<file path="src/logic/phyec_defines.svh">
`ifndef PHYEC_DEFINES_SVH
`define PHYEC_DEFINES_SVH

`define PHYEC_ADDR_FALSE_CARRIER 5'h14
`define PHYEC_ADDR_RX_ERROR       5'h15
`define PHYEC_ADDR_PCS_CONFIG     5'h16

`define PHYEC_BIT_TRUE_QUIET      10
`define PHYEC_BIT_SD_OVERRIDE     9
`define PHYEC_BIT_SD_ALGO         8
`define PHYEC_BIT_DESC_EXTEND     7

`define PHYEC_RST_TRUE_QUIET      1'h0
`define PHYEC_RST_SD_OVERRIDE     1'h0
`define PHYEC_RST_SD_ALGO         1'h1
`define PHYEC_RST_DESC_EXTEND     1'h0

`define PHYEC_CLK_MHZ             50
`define PHYEC_DESC_STD_US         722
`define PHYEC_DESC_EXT_US         2000

`endif

</file>
<file path="src/logic/phyec_pkg.sv">
package phyec_pkg;

  typedef struct packed {
    logic true_quiet_transmit_enable;
    logic signal_detect_override;
    logic signal_detect_algorithm_select;
    logic descrambler_timeout_extend;
  } phyec_cfg_t;

  typedef struct packed {
    logic false_carrier;
    logic carrier_valid;
    logic invalid_symbol;
    logic collision;
  } phyec_rx_evt_t;

endpackage

</file>
<file path="src/logic/phyec_regs.sv">
`timescale 1ns/100ps
`include "phyec_defines.svh"

module phyec_regs
  import phyec_pkg::*;
#(
  parameter int unsigned CNT_W        = 8,
  parameter int unsigned TMO_W        = 17,
  parameter int unsigned DESC_STD_CYC = `PHYEC_DESC_STD_US * `PHYEC_CLK_MHZ,
  parameter int unsigned DESC_EXT_CYC = `PHYEC_DESC_EXT_US * `PHYEC_CLK_MHZ
)
(
  // Clock and reset
  input  wire logic          core_clk,
  input  wire logic          nrst,
  // Management register port
  input  wire logic [4:0]    reg_addr,
  input  wire logic          reg_wr,
  input  wire logic          reg_rd,
  input  wire logic [15:0]   reg_wdata,
  output logic      [15:0]   reg_rdata,
  output logic               reg_rvalid,
  // Receive path events
  input  phyec_rx_evt_t      rx_evt,
  // PCS configuration
  output phyec_cfg_t         pcs_cfg,
  output logic [TMO_W-1:0]   desc_timeout_cycles
);

  localparam logic [CNT_W-1:0] CNT_MAX = {CNT_W{1'b1}};
  localparam int unsigned      N_TALLY = 2;
  localparam int unsigned      N_CFG   = 4;
  localparam int unsigned      T_FC    = 0;
  localparam int unsigned      T_RE    = 1;

  // Progress of one carrier event; the veto state absorbs everything after a collision
  typedef enum logic [1:0]
  {
    CAR_IDLE  = 2'b00,
    CAR_CLEAN = 2'b01,
    CAR_ERROR = 2'b10,
    CAR_VETO  = 2'b11
  } phyec_car_state_t;

  phyec_car_state_t       car_state_r;
  phyec_car_state_t       car_state_nxt;
  logic                   rx_err_inc;
  logic [N_TALLY-1:0]     tally_inc;
  logic [N_TALLY-1:0]     tally_clr;
  wire logic [CNT_W-1:0]  tally_q [N_TALLY];
  wire logic [N_CFG-1:0]  cfg_bits;
  logic [N_CFG-1:0]       cfg_rst;
  logic                   cfg_wr;
  logic [15:0]            reg_rdata_r;
  logic                   reg_rvalid_r;
  logic                   rd_fc;
  logic                   rd_re;
  logic                   rd_cfg;

  function automatic logic addr_hit(input logic [4:0] a, input logic [4:0] target);
    addr_hit = (a == target);
  endfunction

  // Clear first, then count, so an event on the read cycle survives
  function automatic logic [CNT_W-1:0] tally_next(input logic [CNT_W-1:0] cur,
                                                  input logic             inc,
                                                  input logic             clr);
    logic [CNT_W-1:0] base;
    base = clr ? '0 : cur;
    if (inc && base != CNT_MAX)
      tally_next = base + 1'b1;
    else
      tally_next = base;
  endfunction

  // Register bit that carries configuration flag idx, msb flag first
  function automatic int unsigned cfg_bit_pos(input int unsigned idx);
    if (idx == 3)
      cfg_bit_pos = `PHYEC_BIT_TRUE_QUIET;
    else if (idx == 2)
      cfg_bit_pos = `PHYEC_BIT_SD_OVERRIDE;
    else if (idx == 1)
      cfg_bit_pos = `PHYEC_BIT_SD_ALGO;
    else
      cfg_bit_pos = `PHYEC_BIT_DESC_EXTEND;
  endfunction

  function automatic logic [15:0] pad_tally(input logic [CNT_W-1:0] t);
    pad_tally = {{(16-CNT_W){1'b0}}, t};
  endfunction

  // Reserved and unimplemented bits stay zero
  function automatic logic [15:0] cfg_word(input logic [N_CFG-1:0] bits);
    logic [15:0] w;
    w = 16'h0000;
    for (int unsigned i = 0; i < N_CFG; i++)
      w[cfg_bit_pos(i)] = bits[i];
    cfg_word = w;
  endfunction

  // Address decode
  assign rd_fc  = reg_rd && addr_hit(reg_addr, `PHYEC_ADDR_FALSE_CARRIER);
  assign rd_re  = reg_rd && addr_hit(reg_addr, `PHYEC_ADDR_RX_ERROR);
  assign rd_cfg = reg_rd && addr_hit(reg_addr, `PHYEC_ADDR_PCS_CONFIG);
  assign cfg_wr = reg_wr && addr_hit(reg_addr, `PHYEC_ADDR_PCS_CONFIG);

  // Carrier tracking
  always_ff @(posedge core_clk)
  begin
    if (!nrst)
      car_state_r <= CAR_IDLE;
    else
      car_state_r <= car_state_nxt;
  end

  // Counted at carrier close so a late collision can still veto it
  always_comb
  begin
    car_state_nxt = car_state_r;
    rx_err_inc    = 1'b0;
    case (car_state_r)
      CAR_IDLE,
      CAR_CLEAN:
      begin
        if (!rx_evt.carrier_valid)
          car_state_nxt = CAR_IDLE;
        else if (rx_evt.collision)
          car_state_nxt = CAR_VETO;
        else if (rx_evt.invalid_symbol)
          car_state_nxt = CAR_ERROR;
        else
          car_state_nxt = CAR_CLEAN;
      end
      CAR_ERROR:
      begin
        if (!rx_evt.carrier_valid)
        begin
          car_state_nxt = CAR_IDLE;
          rx_err_inc    = 1'b1;
        end
        else if (rx_evt.collision)
          car_state_nxt = CAR_VETO;
        else
          car_state_nxt = CAR_ERROR;
      end
      CAR_VETO:
      begin
        if (!rx_evt.carrier_valid)
          car_state_nxt = CAR_IDLE;
        else
          car_state_nxt = CAR_VETO;
      end
      default:
      begin
        car_state_nxt = CAR_IDLE;
      end
    endcase
  end

  // Event tallies
  assign tally_inc[T_FC] = rx_evt.false_carrier;
  assign tally_inc[T_RE] = rx_err_inc;
  assign tally_clr[T_FC] = rd_fc;
  assign tally_clr[T_RE] = rd_re;

  generate
    for (genvar t = 0; t < N_TALLY; t++)
    begin : g_tally
      logic [CNT_W-1:0] cnt_r;

      always_ff @(posedge core_clk)
      begin
        if (!nrst)
          cnt_r <= '0;
        else
          cnt_r <= tally_next(cnt_r, tally_inc[t], tally_clr[t]);
      end

      assign tally_q[t] = cnt_r;
    end
  endgenerate

  // Configuration flags; reserved bits are not stored at all
  assign cfg_rst = {`PHYEC_RST_TRUE_QUIET,
                    `PHYEC_RST_SD_OVERRIDE,
                    `PHYEC_RST_SD_ALGO,
                    `PHYEC_RST_DESC_EXTEND};

  generate
    for (genvar b = 0; b < N_CFG; b++)
    begin : g_cfg
      logic flag_r;

      always_ff @(posedge core_clk)
      begin
        if (!nrst)
          flag_r <= cfg_rst[b];
        else if (cfg_wr)
          flag_r <= reg_wdata[cfg_bit_pos(b)];
      end

      assign cfg_bits[b] = flag_r;
    end
  endgenerate

  // Read answer, one cycle after the strobe
  always_ff @(posedge core_clk)
  begin
    if (!nrst)
      reg_rvalid_r <= 1'b0;
    else
      reg_rvalid_r <= reg_rd;
  end

  // Unmapped reads and idle cycles give zero
  always_ff @(posedge core_clk)
  begin
    if (!nrst)
      reg_rdata_r <= 16'h0000;
    else if (rd_fc)
      reg_rdata_r <= pad_tally(tally_q[T_FC]);
    else if (rd_re)
      reg_rdata_r <= pad_tally(tally_q[T_RE]);
    else if (rd_cfg)
      reg_rdata_r <= cfg_word(cfg_bits);
    else
      reg_rdata_r <= 16'h0000;
  end

  assign reg_rdata  = reg_rdata_r;
  assign reg_rvalid = reg_rvalid_r;
  assign pcs_cfg    = phyec_cfg_t'(cfg_bits);

  // Timeout length handed to the descrambler; counted in core clocks,
  // so TMO_W must grow if the clock is ever raised

  assign desc_timeout_cycles = cfg_bits[0]
                             ? TMO_W'(DESC_EXT_CYC)
                             : TMO_W'(DESC_STD_CYC);

endmodule

</file>
<file path="config.mk">
export PLATFORM = sky130hd
export DESIGN_NAME = phyec_regs
export DESIGN_NICKNAME = d
export VERILOG_FILES = /design/src/logic/phyec_pkg.sv /design/src/logic/phyec_regs.sv
export VERILOG_INCLUDE_DIRS = /design/src /design/src/logic
export SDC_FILE = /design/constraint.sdc
export NUM_CORES = 1
export LEC_CHECK = 0
export ABC_AREA = 1
export BUFFER_PORTS_ARGS = -buffer_cell sky130_fd_sc_hd__buf_2
export CORE_MARGIN = 2
export CORE_UTILIZATION = 35
export CTS_CLUSTER_SIZE = 30
export DETAILED_ROUTE_END_ITERATION = 8
export GPL_TIMING_DRIVEN = 0
export PLACE_DENSITY_LB_ADDON = 0.08
export SYNTH_ARGS = -nofsm -noshare
export SYNTH_HDL_FRONTEND = slang
export SYNTH_SLANG_ARGS = --single-unit
</file>
<file path="constraint.sdc">
create_clock -name core_clk -period 1.9 [get_ports core_clk]
set_input_delay 0.285 -clock core_clk [delete_from_list [all_inputs] [get_ports core_clk]]
set_output_delay 0.285 -clock core_clk [all_outputs]
set_load 0.01 [all_outputs]
</file>
==> impl_metrics.csv, run 1 <==
group,metric,value,unit
final_layout,layout-drive-gt1-share,37.7,%
global_route,antenna_found_initial,0,
floorplan,fp.dieW,77.8,um
worst_setup_path,arrival,1.13,ns
placed_design,io_buffer_count,39,
cts,tritoncts,"built",
synth,synth_edf_count,0,
cts,cts_hold_buffers,0,
min_path,worstHoldPathType,"in -> reg",
synth,synth_ff_type,"dfxtp_1",
floorplan,fp.dieArea,0.00606,mm2
detailed_routing,wl_per_cell,10.1,um
final_layout,layout.nets,341,
timing,maxSlewViolCount,0,
final_layout,layout.area.seq,681,um2
final_layout,final_cell_mix,"56 x nand2_1, 40 x buf_2, 34 x dfxtp_1",
timing,skew,0.00643,ns
detailed_routing,drtIter0Drc,48,
synth,syn_area_per_cell,7.54,um2
power,p_per_area,613,mW/mm2
synth,syn_inst,253,
detailed_routing,dr_total_vias,1590,
min_path,whs_path_depth,3,
synth,yosysSeqAreaShare,35.7,%
timing,tns,0,ns
timing,setup_violations,0,
floorplan,initial_core_util,36.9,%
cts,numClockSinks,34,
global_route,grt_usage,13.5,%
placed_design,gp_congestion,0.754,
final_layout,area_growth,22.4,%
job,drv_cap,0,
synth,synth_seq_cells,34,
timing,rsz0062_at_grt,"no",
final_layout,diodes,0,
global_route,grt_pass1_vias,1428,
cts,cts_made_buffers,5,
detailed_routing,drt-pass1-iter-count,4,
global_route,grt_pass1_wl,6.42,mm
floorplan,die_h,77.8,um
final_layout,multi_input_area,907,um2
timing,finalCritPeriodShare,74.3,%
final_layout,fillers,534,
global_route,grt-ovfl-total,0,
worst_setup_path,critPathKind,"reg -> out",
cts,h-tree-depth,2,
worst_setup_path,cp-start-kind,"flop",
synth,syn-cell-area,0.00191,mm2
floorplan,rows,26,
worst_setup_path,worstSetupEndpointType,"output pin",
detailed_routing,drcViolationCount,0,
timing,period_needed,1.41,ns
global_route,grt_start_max_net_pins,12,
placed_design,dp_slack,0.432,ns
detailed_routing,via_per_inst,4.15,
worst_setup_path,critPathRequiredTime,1.62,ns
cts,clkSlewWorstSetupHoldPaths,0.07,ns
cts,clk_path_buf_depth,2,
floorplan,ios,67,
placed_design,hpwlAfterDp,2.93,mm
worst_setup_path,reg2regPathDepth,7,
timing,hold_violations,0,
worst_setup_path,critPathMaxFanout,7,
floorplan,core,0.00517,mm2
cts,insertion_delay,0.29,ns
timing,worst_slack,0.488,ns
synth,synthArstFlopShare,0,%
cts,post-cts-setup-buffers,0,
final_layout,final_common_cell,"nand2_1",
synth,synth-warning-count,0,
detailed_routing,wl,3.86,mm
detailed_routing,antenna_left,0,
outcome,status,"completed",
timing,max_freq,0.708,GHz
synth,yosysUniqueCellTypes,25,
power,ir_drop,252,uV
cts,cts_resized,0,
cts,cts_root_buf,"clkbuf_8",
power,leakage,1.09,nW
-- path summary, 6_finish.rpt --
check / start / slack, ns / to
setup / recovery: g_cfg[0].flag_r / 0.49 / desc_timeout_cycles[8]
hold / removal: reg_rd / 0.21 / reg_rvalid
setup reg to reg: car_state_r[1] / 0.59 / g_tally[1].cnt_r[5]
hold reg to reg: g_cfg[1].flag_r / 0.45 / reg_rdata[8]
-- stage by stage --
stage | std cells | util [%] | hold slack [ns] | area [um2] | total power, mW
after floorplan | 266 | - | 0.378 | 1960 | 0.840
after global placement | 375 | 43.3 | 0.434 | 2240 | 0.879
after detailed placement | 375 | 43.3 | 0.440 | 2240 | 0.880
after CTS | 383 | 45.1 | 0.199 | 2330 | 1.45
after global routing | 383 | 45.1 | 0.231 | 2330 | 1.51
final | 383 | 45.1 | 0.207 | 2330 | 1.43
-- metal layers --
layer,vias up,global-route usage (%),part of all wire (%)
met5,-,0,0
met4,0,4.29,1.3
met3,5,5.35,7.0
met2,45,20.2,42
met1,670,17.7,49
li1,870,-,-
-- worst max-delay path: stages (launching register included) --
cell and delay (ns):
dfxtp_1 0.45, inv_1 0.12, buf_4 0.14, buf_2 0.13
-- power by group --
part           leakage [nW]  switching [mW]  internal, mW
Combinational         0.772          0.0751        0.0588
Clock                0.0472           0.277         0.291
Sequential            0.275         0.00720         0.722
-- flip-flops by register name, indices dropped and copies added, names as in the netlist --
name           cells
reg_rdata         11
g_cfg.flag_r       4
reg_rvalid         1
car_state_r        2
g_tally.cnt_r     16
-- kinds of logic after synthesis --
logic type	Yosys count	synth area share (%)
AOI/OAI and AO/OA	30	9.64
buffers and inverters	66	19.3
DFF	34	35.7
other	2	0.394
and+or+nand+nor	121	35.0
-- cells in the mapped netlist, drive strengths merged (2+ instances only) --
master,number,share of area (%)
inv,35,6.9
o21ai,4,1.0
dfxtp,34,36
a21oi,24,7.9
buf,30,12
nand4,3,0.98
nor2,28,8.4
nand2,64,14
conb,2,0.39
nand3,21,9.6
nor3,5,1.8
-- area by class of cell --
class                   instances  area share (%)
multi-input cells             166            38.9
flip-flops and latches         34            29.2
plain buffers                  30            10.0
repair buffers                 39            8.36
inverters                      36            5.79
well taps                      70            3.75
clock buffers                   6            3.54
clock inverters                 2           0.536
(Power assumes the default switching activity.)
==> inputs of run 2 (changes only) <==
- ABC_AREA: 1 -> 0
- clock period: 1.9 -> 1.1 ns (I/O delays scaled with it)
==> run 2 against run 1 <==
Effect of this change: the run now ends with negative setup slack left; combinational power is 77% higher; global-route usage is 1.6 points higher; clock power is 69% higher; die area is 15% lower.
==> impl_metrics.csv, run 2 <==
group,metric,value,unit
synth,synth-warning-count,0,
global_route,grt_start_max_net_pins,11,
synth,yosysUniqueCellTypes,41,
detailed_routing,wl,3.71,mm
final_layout,layout-drive-gt1-share,54.6,%
synth,synthArstFlopShare,0,%
timing,max_freq,0.792,GHz
power,power,2.43,mW
synth,yosys.area.top_type,"dfxtp_1",
synth,synth_ff_type,"dfxtp_1",
synth,synth_common_cells,"34 x dfxtp_1, 25 x buf_4, 24 x nor2_1",
timing,finalCritPeriodShare,115,%
timing,maxSlewViolCount,0,
synth,syn-cell-area,0.00160,mm2
floorplan,initial_core_util,36.5,%
placed_design,dp_slack,-0.243,ns
cts,cts_hold_buffers,0,
global_route,met3_usage,5.06,%
placed_design,gp_congestion,0.755,
power,p_per_area,1020,mW/mm2
global_route,use_met1,18.5,%
synth,synth_seq_cells,34,
cts,cts_root_buf,"clkbuf_8",
synth,syn_area_per_cell,9.04,um2
min_path,worstHoldPathType,"in -> reg",
worst_setup_path,critPathMaxFanout,3,
timing,period_needed,1.26,ns
synth,synth_most_common_cell,"dfxtp_1",
final_layout,diodes,0,
timing,worst_slack,-0.162,ns
floorplan,die_h,71.6,um
worst_setup_path,cp-start-kind,"flop",
global_route,antenna_found_initial,0,
synth,yosysSeqAreaShare,42.5,%
outcome,violations,"negative setup slack",
floorplan,fp.dieArea,0.00513,mm2
final_layout,largest_register_ffs,16,
synth,synth_top_area_share,42.5,%
worst_setup_path,worstSetupEndpointType,"flop",
timing,setup_violations,10,
min_path,whs_path_depth,3,
job,drv_cap,0,
detailed_routing,antenna_left,0,
worst_setup_path,reg2regPathDepth,4,
cts,insertion_delay,0.29,ns
worst_setup_path,critPathRequiredTime,1.29,ns
worst_setup_path,critPathKind,"reg -> reg",
final_layout,stdcell_count,303,
worst_setup_path,arrival,1.45,ns
floorplan,ios,67,
global_route,grt-ovfl-total,0,
synth,synth_area_leaders,"dfxtp_1 43%, buf_4 12%, nor2_1 5.6%",
final_layout,final_cell_mix,"32 x buf_4, 32 x buf_2, 22 x nor2_1",
global_route,use_met2,24.2,%
final_layout,regMostFlops,"g_tally.cnt_r",
timing,tns,-0.845,ns
cts,cts_made_buffers,5,
final_layout,fillers,429,
placed_design,hpwlAfterDp,2.44,mm
floorplan,fp.dieW,71.6,um
final_layout,layout.nets,279,
timing,hold_violations,0,
timing,rsz0062_at_grt,"yes",
global_route,grt_usage,15.2,%
detailed_routing,drcViolationCount,0,
global_route,grt_pass1_vias,1269,
cts,clkSlewWorstSetupHoldPaths,0.07,ns
floorplan,core,0.00438,mm2
detailed_routing,drtIter0Drc,44,
power,ir_drop,505,uV
cts,tritoncts,"built",
detailed_routing,dr_total_vias,1408,
synth,syn_inst,177,
detailed_routing,drt-pass1-iter-count,4,
synth,synth_edf_count,0,
power,leakage,1.00,nW
floorplan,rows,24,
timing,skew,0.00591,ns
detailed_routing,wl_per_cell,12.2,um
placed_design,post-place-cells,281,
cts,clk_path_buf_depth,2,
global_route,busiest_layer,"met2",
cts,h-tree-depth,2,
placed_design,io_buffer_count,39,
outcome,status,"finished, violations left",
final_layout,layout.area.seq,741,um2
global_route,grt_pass1_wl,5.93,mm
final_layout,area_growth,48.6,%
final_layout,multi_input_area,887,um2
cts,numClockSinks,34,
detailed_routing,via_per_inst,4.65,
-- run 2: layout make-up --
cell class	instances	area share, %
clock inverters	1	0.210
repair buffers	54	14.9
clock buffers	7	3.63
well taps	52	2.74
inverters	5	0.894
plain buffers	26	9.15
flip-flops and latches	34	31.1
multi-input cells	124	37.3
-- run 2: final timing paths --
path | start | slack, ns | endpoint
setup / recovery | car_state_r[1] | -0.16 | g_tally[1].cnt_r[6]
hold / removal | rx_evt[0] | 0.10 | car_state_r[1]
setup reg to reg | car_state_r[1] | -0.16 | g_tally[1].cnt_r[6]
hold reg to reg | g_cfg[3].flag_r | 0.49 | reg_rdata[10]
-- run 2: power breakdown --
group          switching [mW]  leakage, nW  internal [mW]
clock                   0.453       0.0482          0.505
sequential             0.0175        0.288           1.22
combinational           0.117        0.668          0.120
-- run 2: worst max-delay path, stage by stage, from the launching register on --
cell,delay (ns)
dfxtp_2,0.34
or3b_4,0.42
nor3_4,0.16
mux2i_1,0.20
nor2_1,0.05
-- run 2: metal layers --
layer	vias up	share of wire [%]	routed length, um
met5	-	0	0
met4	0	1.9	70
met3	7	6.6	243
met2	38	47	1750
met1	635	44	1640
li1	728	-	-
-- run 2: repair_timing --
| action | in CTS | in global routing |
|---|---|---|
| resized for setup | 43 | 28 |
| pin swaps | 6 | 10 |
| endpoints found under the setup margin | 24 | 23 |
| buffers inserted | 7 | 9 |
-- run 2: logic make-up after synthesis --
| family | Yosys count | synth area share [%] |
|---|---|---|
| flops | 34 | 42.5 |
| other cells | 2 | 0.469 |
| simple gates | 70 | 25.3 |
| buf+inv | 32 | 13.4 |
| compound gates | 32 | 14.0 |
| mux | 6 | 3.75 |
| xor+xnor | 1 | 0.547 |
-- run 2: through the flow --
step	utilization, %	hold slack (ns)	cell area [um2]
finish	54.3	0.103	2380
global route	54.3	0.118	2380
CTS	50.5	0.0978	2210
detailed placement	44.0	0.400	1930
global placement	44.0	0.394	1930
floorplan	-	0.227	1670
==> inputs of run 3 (changes only) <==
- SKIP_LAST_GASP: unset -> 1
==> run 3 against run 2 <==
Effect of this change: the run still ends with negative setup slack left; sequential share of layout area fell by 0.23 points; final cell count did not move; cell area about the same; clock power is essentially flat; worst hold slack about the same; critical path type unchanged; critical endpoint unchanged; largest cell class unchanged; highest routed layer unchanged.
==> impl_metrics.csv, run 3 (synthesized netlist as in run 2, its figures left out) <==
group,metric,value,unit
global_route,grt_usage,15.2,%
worst_setup_path,worst-path-buf-inv,0,
detailed_routing,drcViolationCount,0,
power,comb_power_share,9.8,%
detailed_routing,antenna_left,0,
detailed_routing,drt-pass1-iter-count,4,
detailed_routing,wl,3.71,mm
placed_design,hpwlAfterDp,2.44,mm
floorplan,die_h,71.6,um
power,leakage,1.00,nW
global_route,use_met2,24.2,%
worst_setup_path,slowest_delay,0.42,ns
final_layout,largest_register_ffs,16,
worst_setup_path,worst_path_max_delay_cell,"or3b_4",
placed_design,placed_cell_area,0.00193,mm2
floorplan,core,0.00438,mm2
cts,numClockSinks,34,
power,ir_drop,505,uV
final_layout,area_growth,48.7,%
timing,maxSlewViolCount,0,
min_path,hold_path_end,"car_state_r[1]",
placed_design,io_buffer_count,39,
outcome,status,"finished, violations left",
floorplan,fp.dieArea,0.00513,mm2
power,pwr-share-clk,39.3,%
global_route,met3_usage,5.06,%
worst_setup_path,worstSetupEndpointType,"flop",
final_layout,regMostFlops,"g_tally.cnt_r",
final_layout,design_area,0.00238,mm2
timing,finalCritPeriodShare,115,%
global_route,grt_start_max_net_pins,11,
cts,clkSlewWorstSetupHoldPaths,0.07,ns
placed_design,gp_congestion,0.755,
power,switching_power,0.590,mW
detailed_routing,dr_total_vias,1421,
min_path,whs_path_depth,3,
global_route,grt_pass1_vias,1274,
power,swShare,24.2,%
final_layout,fillers,433,
worst_setup_path,critPathKind,"reg -> reg",
floorplan,initial_core_util,36.5,%
global_route,grt-ovfl-total,0,
timing,period_needed,1.26,ns
power,p_int,1.85,mW
cts,cts_root_buf,"clkbuf_8",
worst_setup_path,r2r_start,"car_state_r[1]",
power,p_per_area,1020,mW/mm2
final_layout,final_util,54.3,%
worst_setup_path,timing.rr.end,"g_tally[1].cnt_r[6]",
final_layout,stdcell_count,303,
min_path,worstHoldPathType,"in -> reg",
outcome,violations,"negative setup slack",
timing,tns,-0.844,ns
final_layout,final_cell_mix,"32 x buf_4, 32 x buf_2, 22 x nor2_1",
power,power,2.44,mW
timing,setup_violations,10,
global_route,busiest_layer,"met2",
timing,max_freq,0.792,GHz
detailed_routing,via_per_inst,4.69,
global_route,antenna_found_initial,0,
final_layout,diodes,0,
floorplan,fp.dieW,71.6,um
detailed_routing,drtIter0Drc,32,
power,p_seq_share,50.8,%
worst_setup_path,r2r_slack,-0.16,ns
cts,tritoncts,"built",
final_layout,layout.area.seq,736,um2
job,drv_cap,0,
timing,hold_violations,0,
cts,cts_made_buffers,5,
worst_setup_path,arrival,1.45,ns
floorplan,ios,67,
worst_setup_path,reg2regPathDepth,4,
global_route,grt_pass1_wl,5.96,mm
detailed_routing,wl_per_cell,12.3,um
timing,skew,0.00588,ns
placed_design,post-place-cells,281,
cts,cts_hold_buffers,0,
worst_setup_path,cp_top_family,"simple AND/OR/NAND/NOR gates",
cts,h-tree-depth,2,
cts,clk_path_buf_depth,2,
final_layout,multi_input_area,893,um2
floorplan,rows,24,
global_route,use_met1,18.7,%
worst_setup_path,critPathRequiredTime,1.29,ns
worst_setup_path,cp-start-kind,"flop",
timing,rsz0062_at_grt,"yes",
final_layout,layout-drive-gt1-share,55.0,%
min_path,min_from,"rx_evt[0]",
worst_setup_path,critPathMaxFanout,3,
cts,insertion_delay,0.29,ns
worst_setup_path,crit_chain,"or3b_4 > nor3_4 > mux2i_1 > nor2_1",
timing,worst_slack,-0.162,ns
final_layout,layout.nets,279,
[run 3: how the worst max path moves through the flow]
stage | from | end | slack [ns] | cells past startpoint
2_1_floorplan | g_tally[1].cnt_r[0] | g_tally[1].cnt_r[1] | -0.13 | 4
3_3_place_gp | car_state_r[1] | g_tally[1].cnt_r[4] | -0.24 | 4
3_5_place_dp | reg_addr[3] | g_tally[1].cnt_r[3] | -0.24 | 5
4_1_cts | car_state_r[1] | g_tally[1].cnt_r[6] | -0.17 | 4
5_1_grt | car_state_r[1] | g_tally[1].cnt_r[4] | -0.24 | 4
6_report | car_state_r[1] | g_tally[1].cnt_r[6] | -0.16 | 4
[run 3: routing by layer]
metal / routed length, um / vias up / share of wire, %
li1: - / 728 / -
met1: 1660 / 646 / 45
met2: 1760 / 40 / 47
met3: 228 / 7 / 6.1
met4: 70 / 0 / 1.9
met5: 0 / - / 0
[run 3: what timing repair did]
item	CTS	global route
endpoints found under the setup margin	24	24
buffers inserted	7	9
pin swaps	5	8
gates resized for setup	41	29
[run 3: tightest hold or removal path, stage by stage]
cell and delay, ns:
buf_2 0.09, nor3_1 0.04, nor2_1 0.06
[run 3: metrics by stage]
stage | hold slack (ns) | setup slack, ns
floorplan | 0.227 | -0.126
global placement | 0.394 | -0.244
global route | 0.118 | -0.236
CTS | 0.0978 | -0.169
detailed placement | 0.400 | -0.243
finish | 0.103 | -0.162
[run 3: final cells by class]
| class | instances | share of cell area, % |
|---|---|---|
| repair buffers | 54 | 14.9 |
| inverters | 5 | 0.894 |
| multi-input cells | 124 | 37.5 |
| well taps | 52 | 2.73 |
| clock buffers | 7 | 3.63 |
| plain buffers | 26 | 9.15 |
| flip-flops and latches | 34 | 30.9 |
| clock inverters | 1 | 0.210 |
[run 3: power by group through the flow]
stage               clock network, mW  logic (mW)  registers, mW
detailed placement                  0       0.197           1.29
finish                          0.958       0.240           1.24
floorplan                           0       0.132           1.29
global placement                    0       0.197           1.29
CTS                             0.994       0.221           1.25
global route                     1.05       0.262           1.24
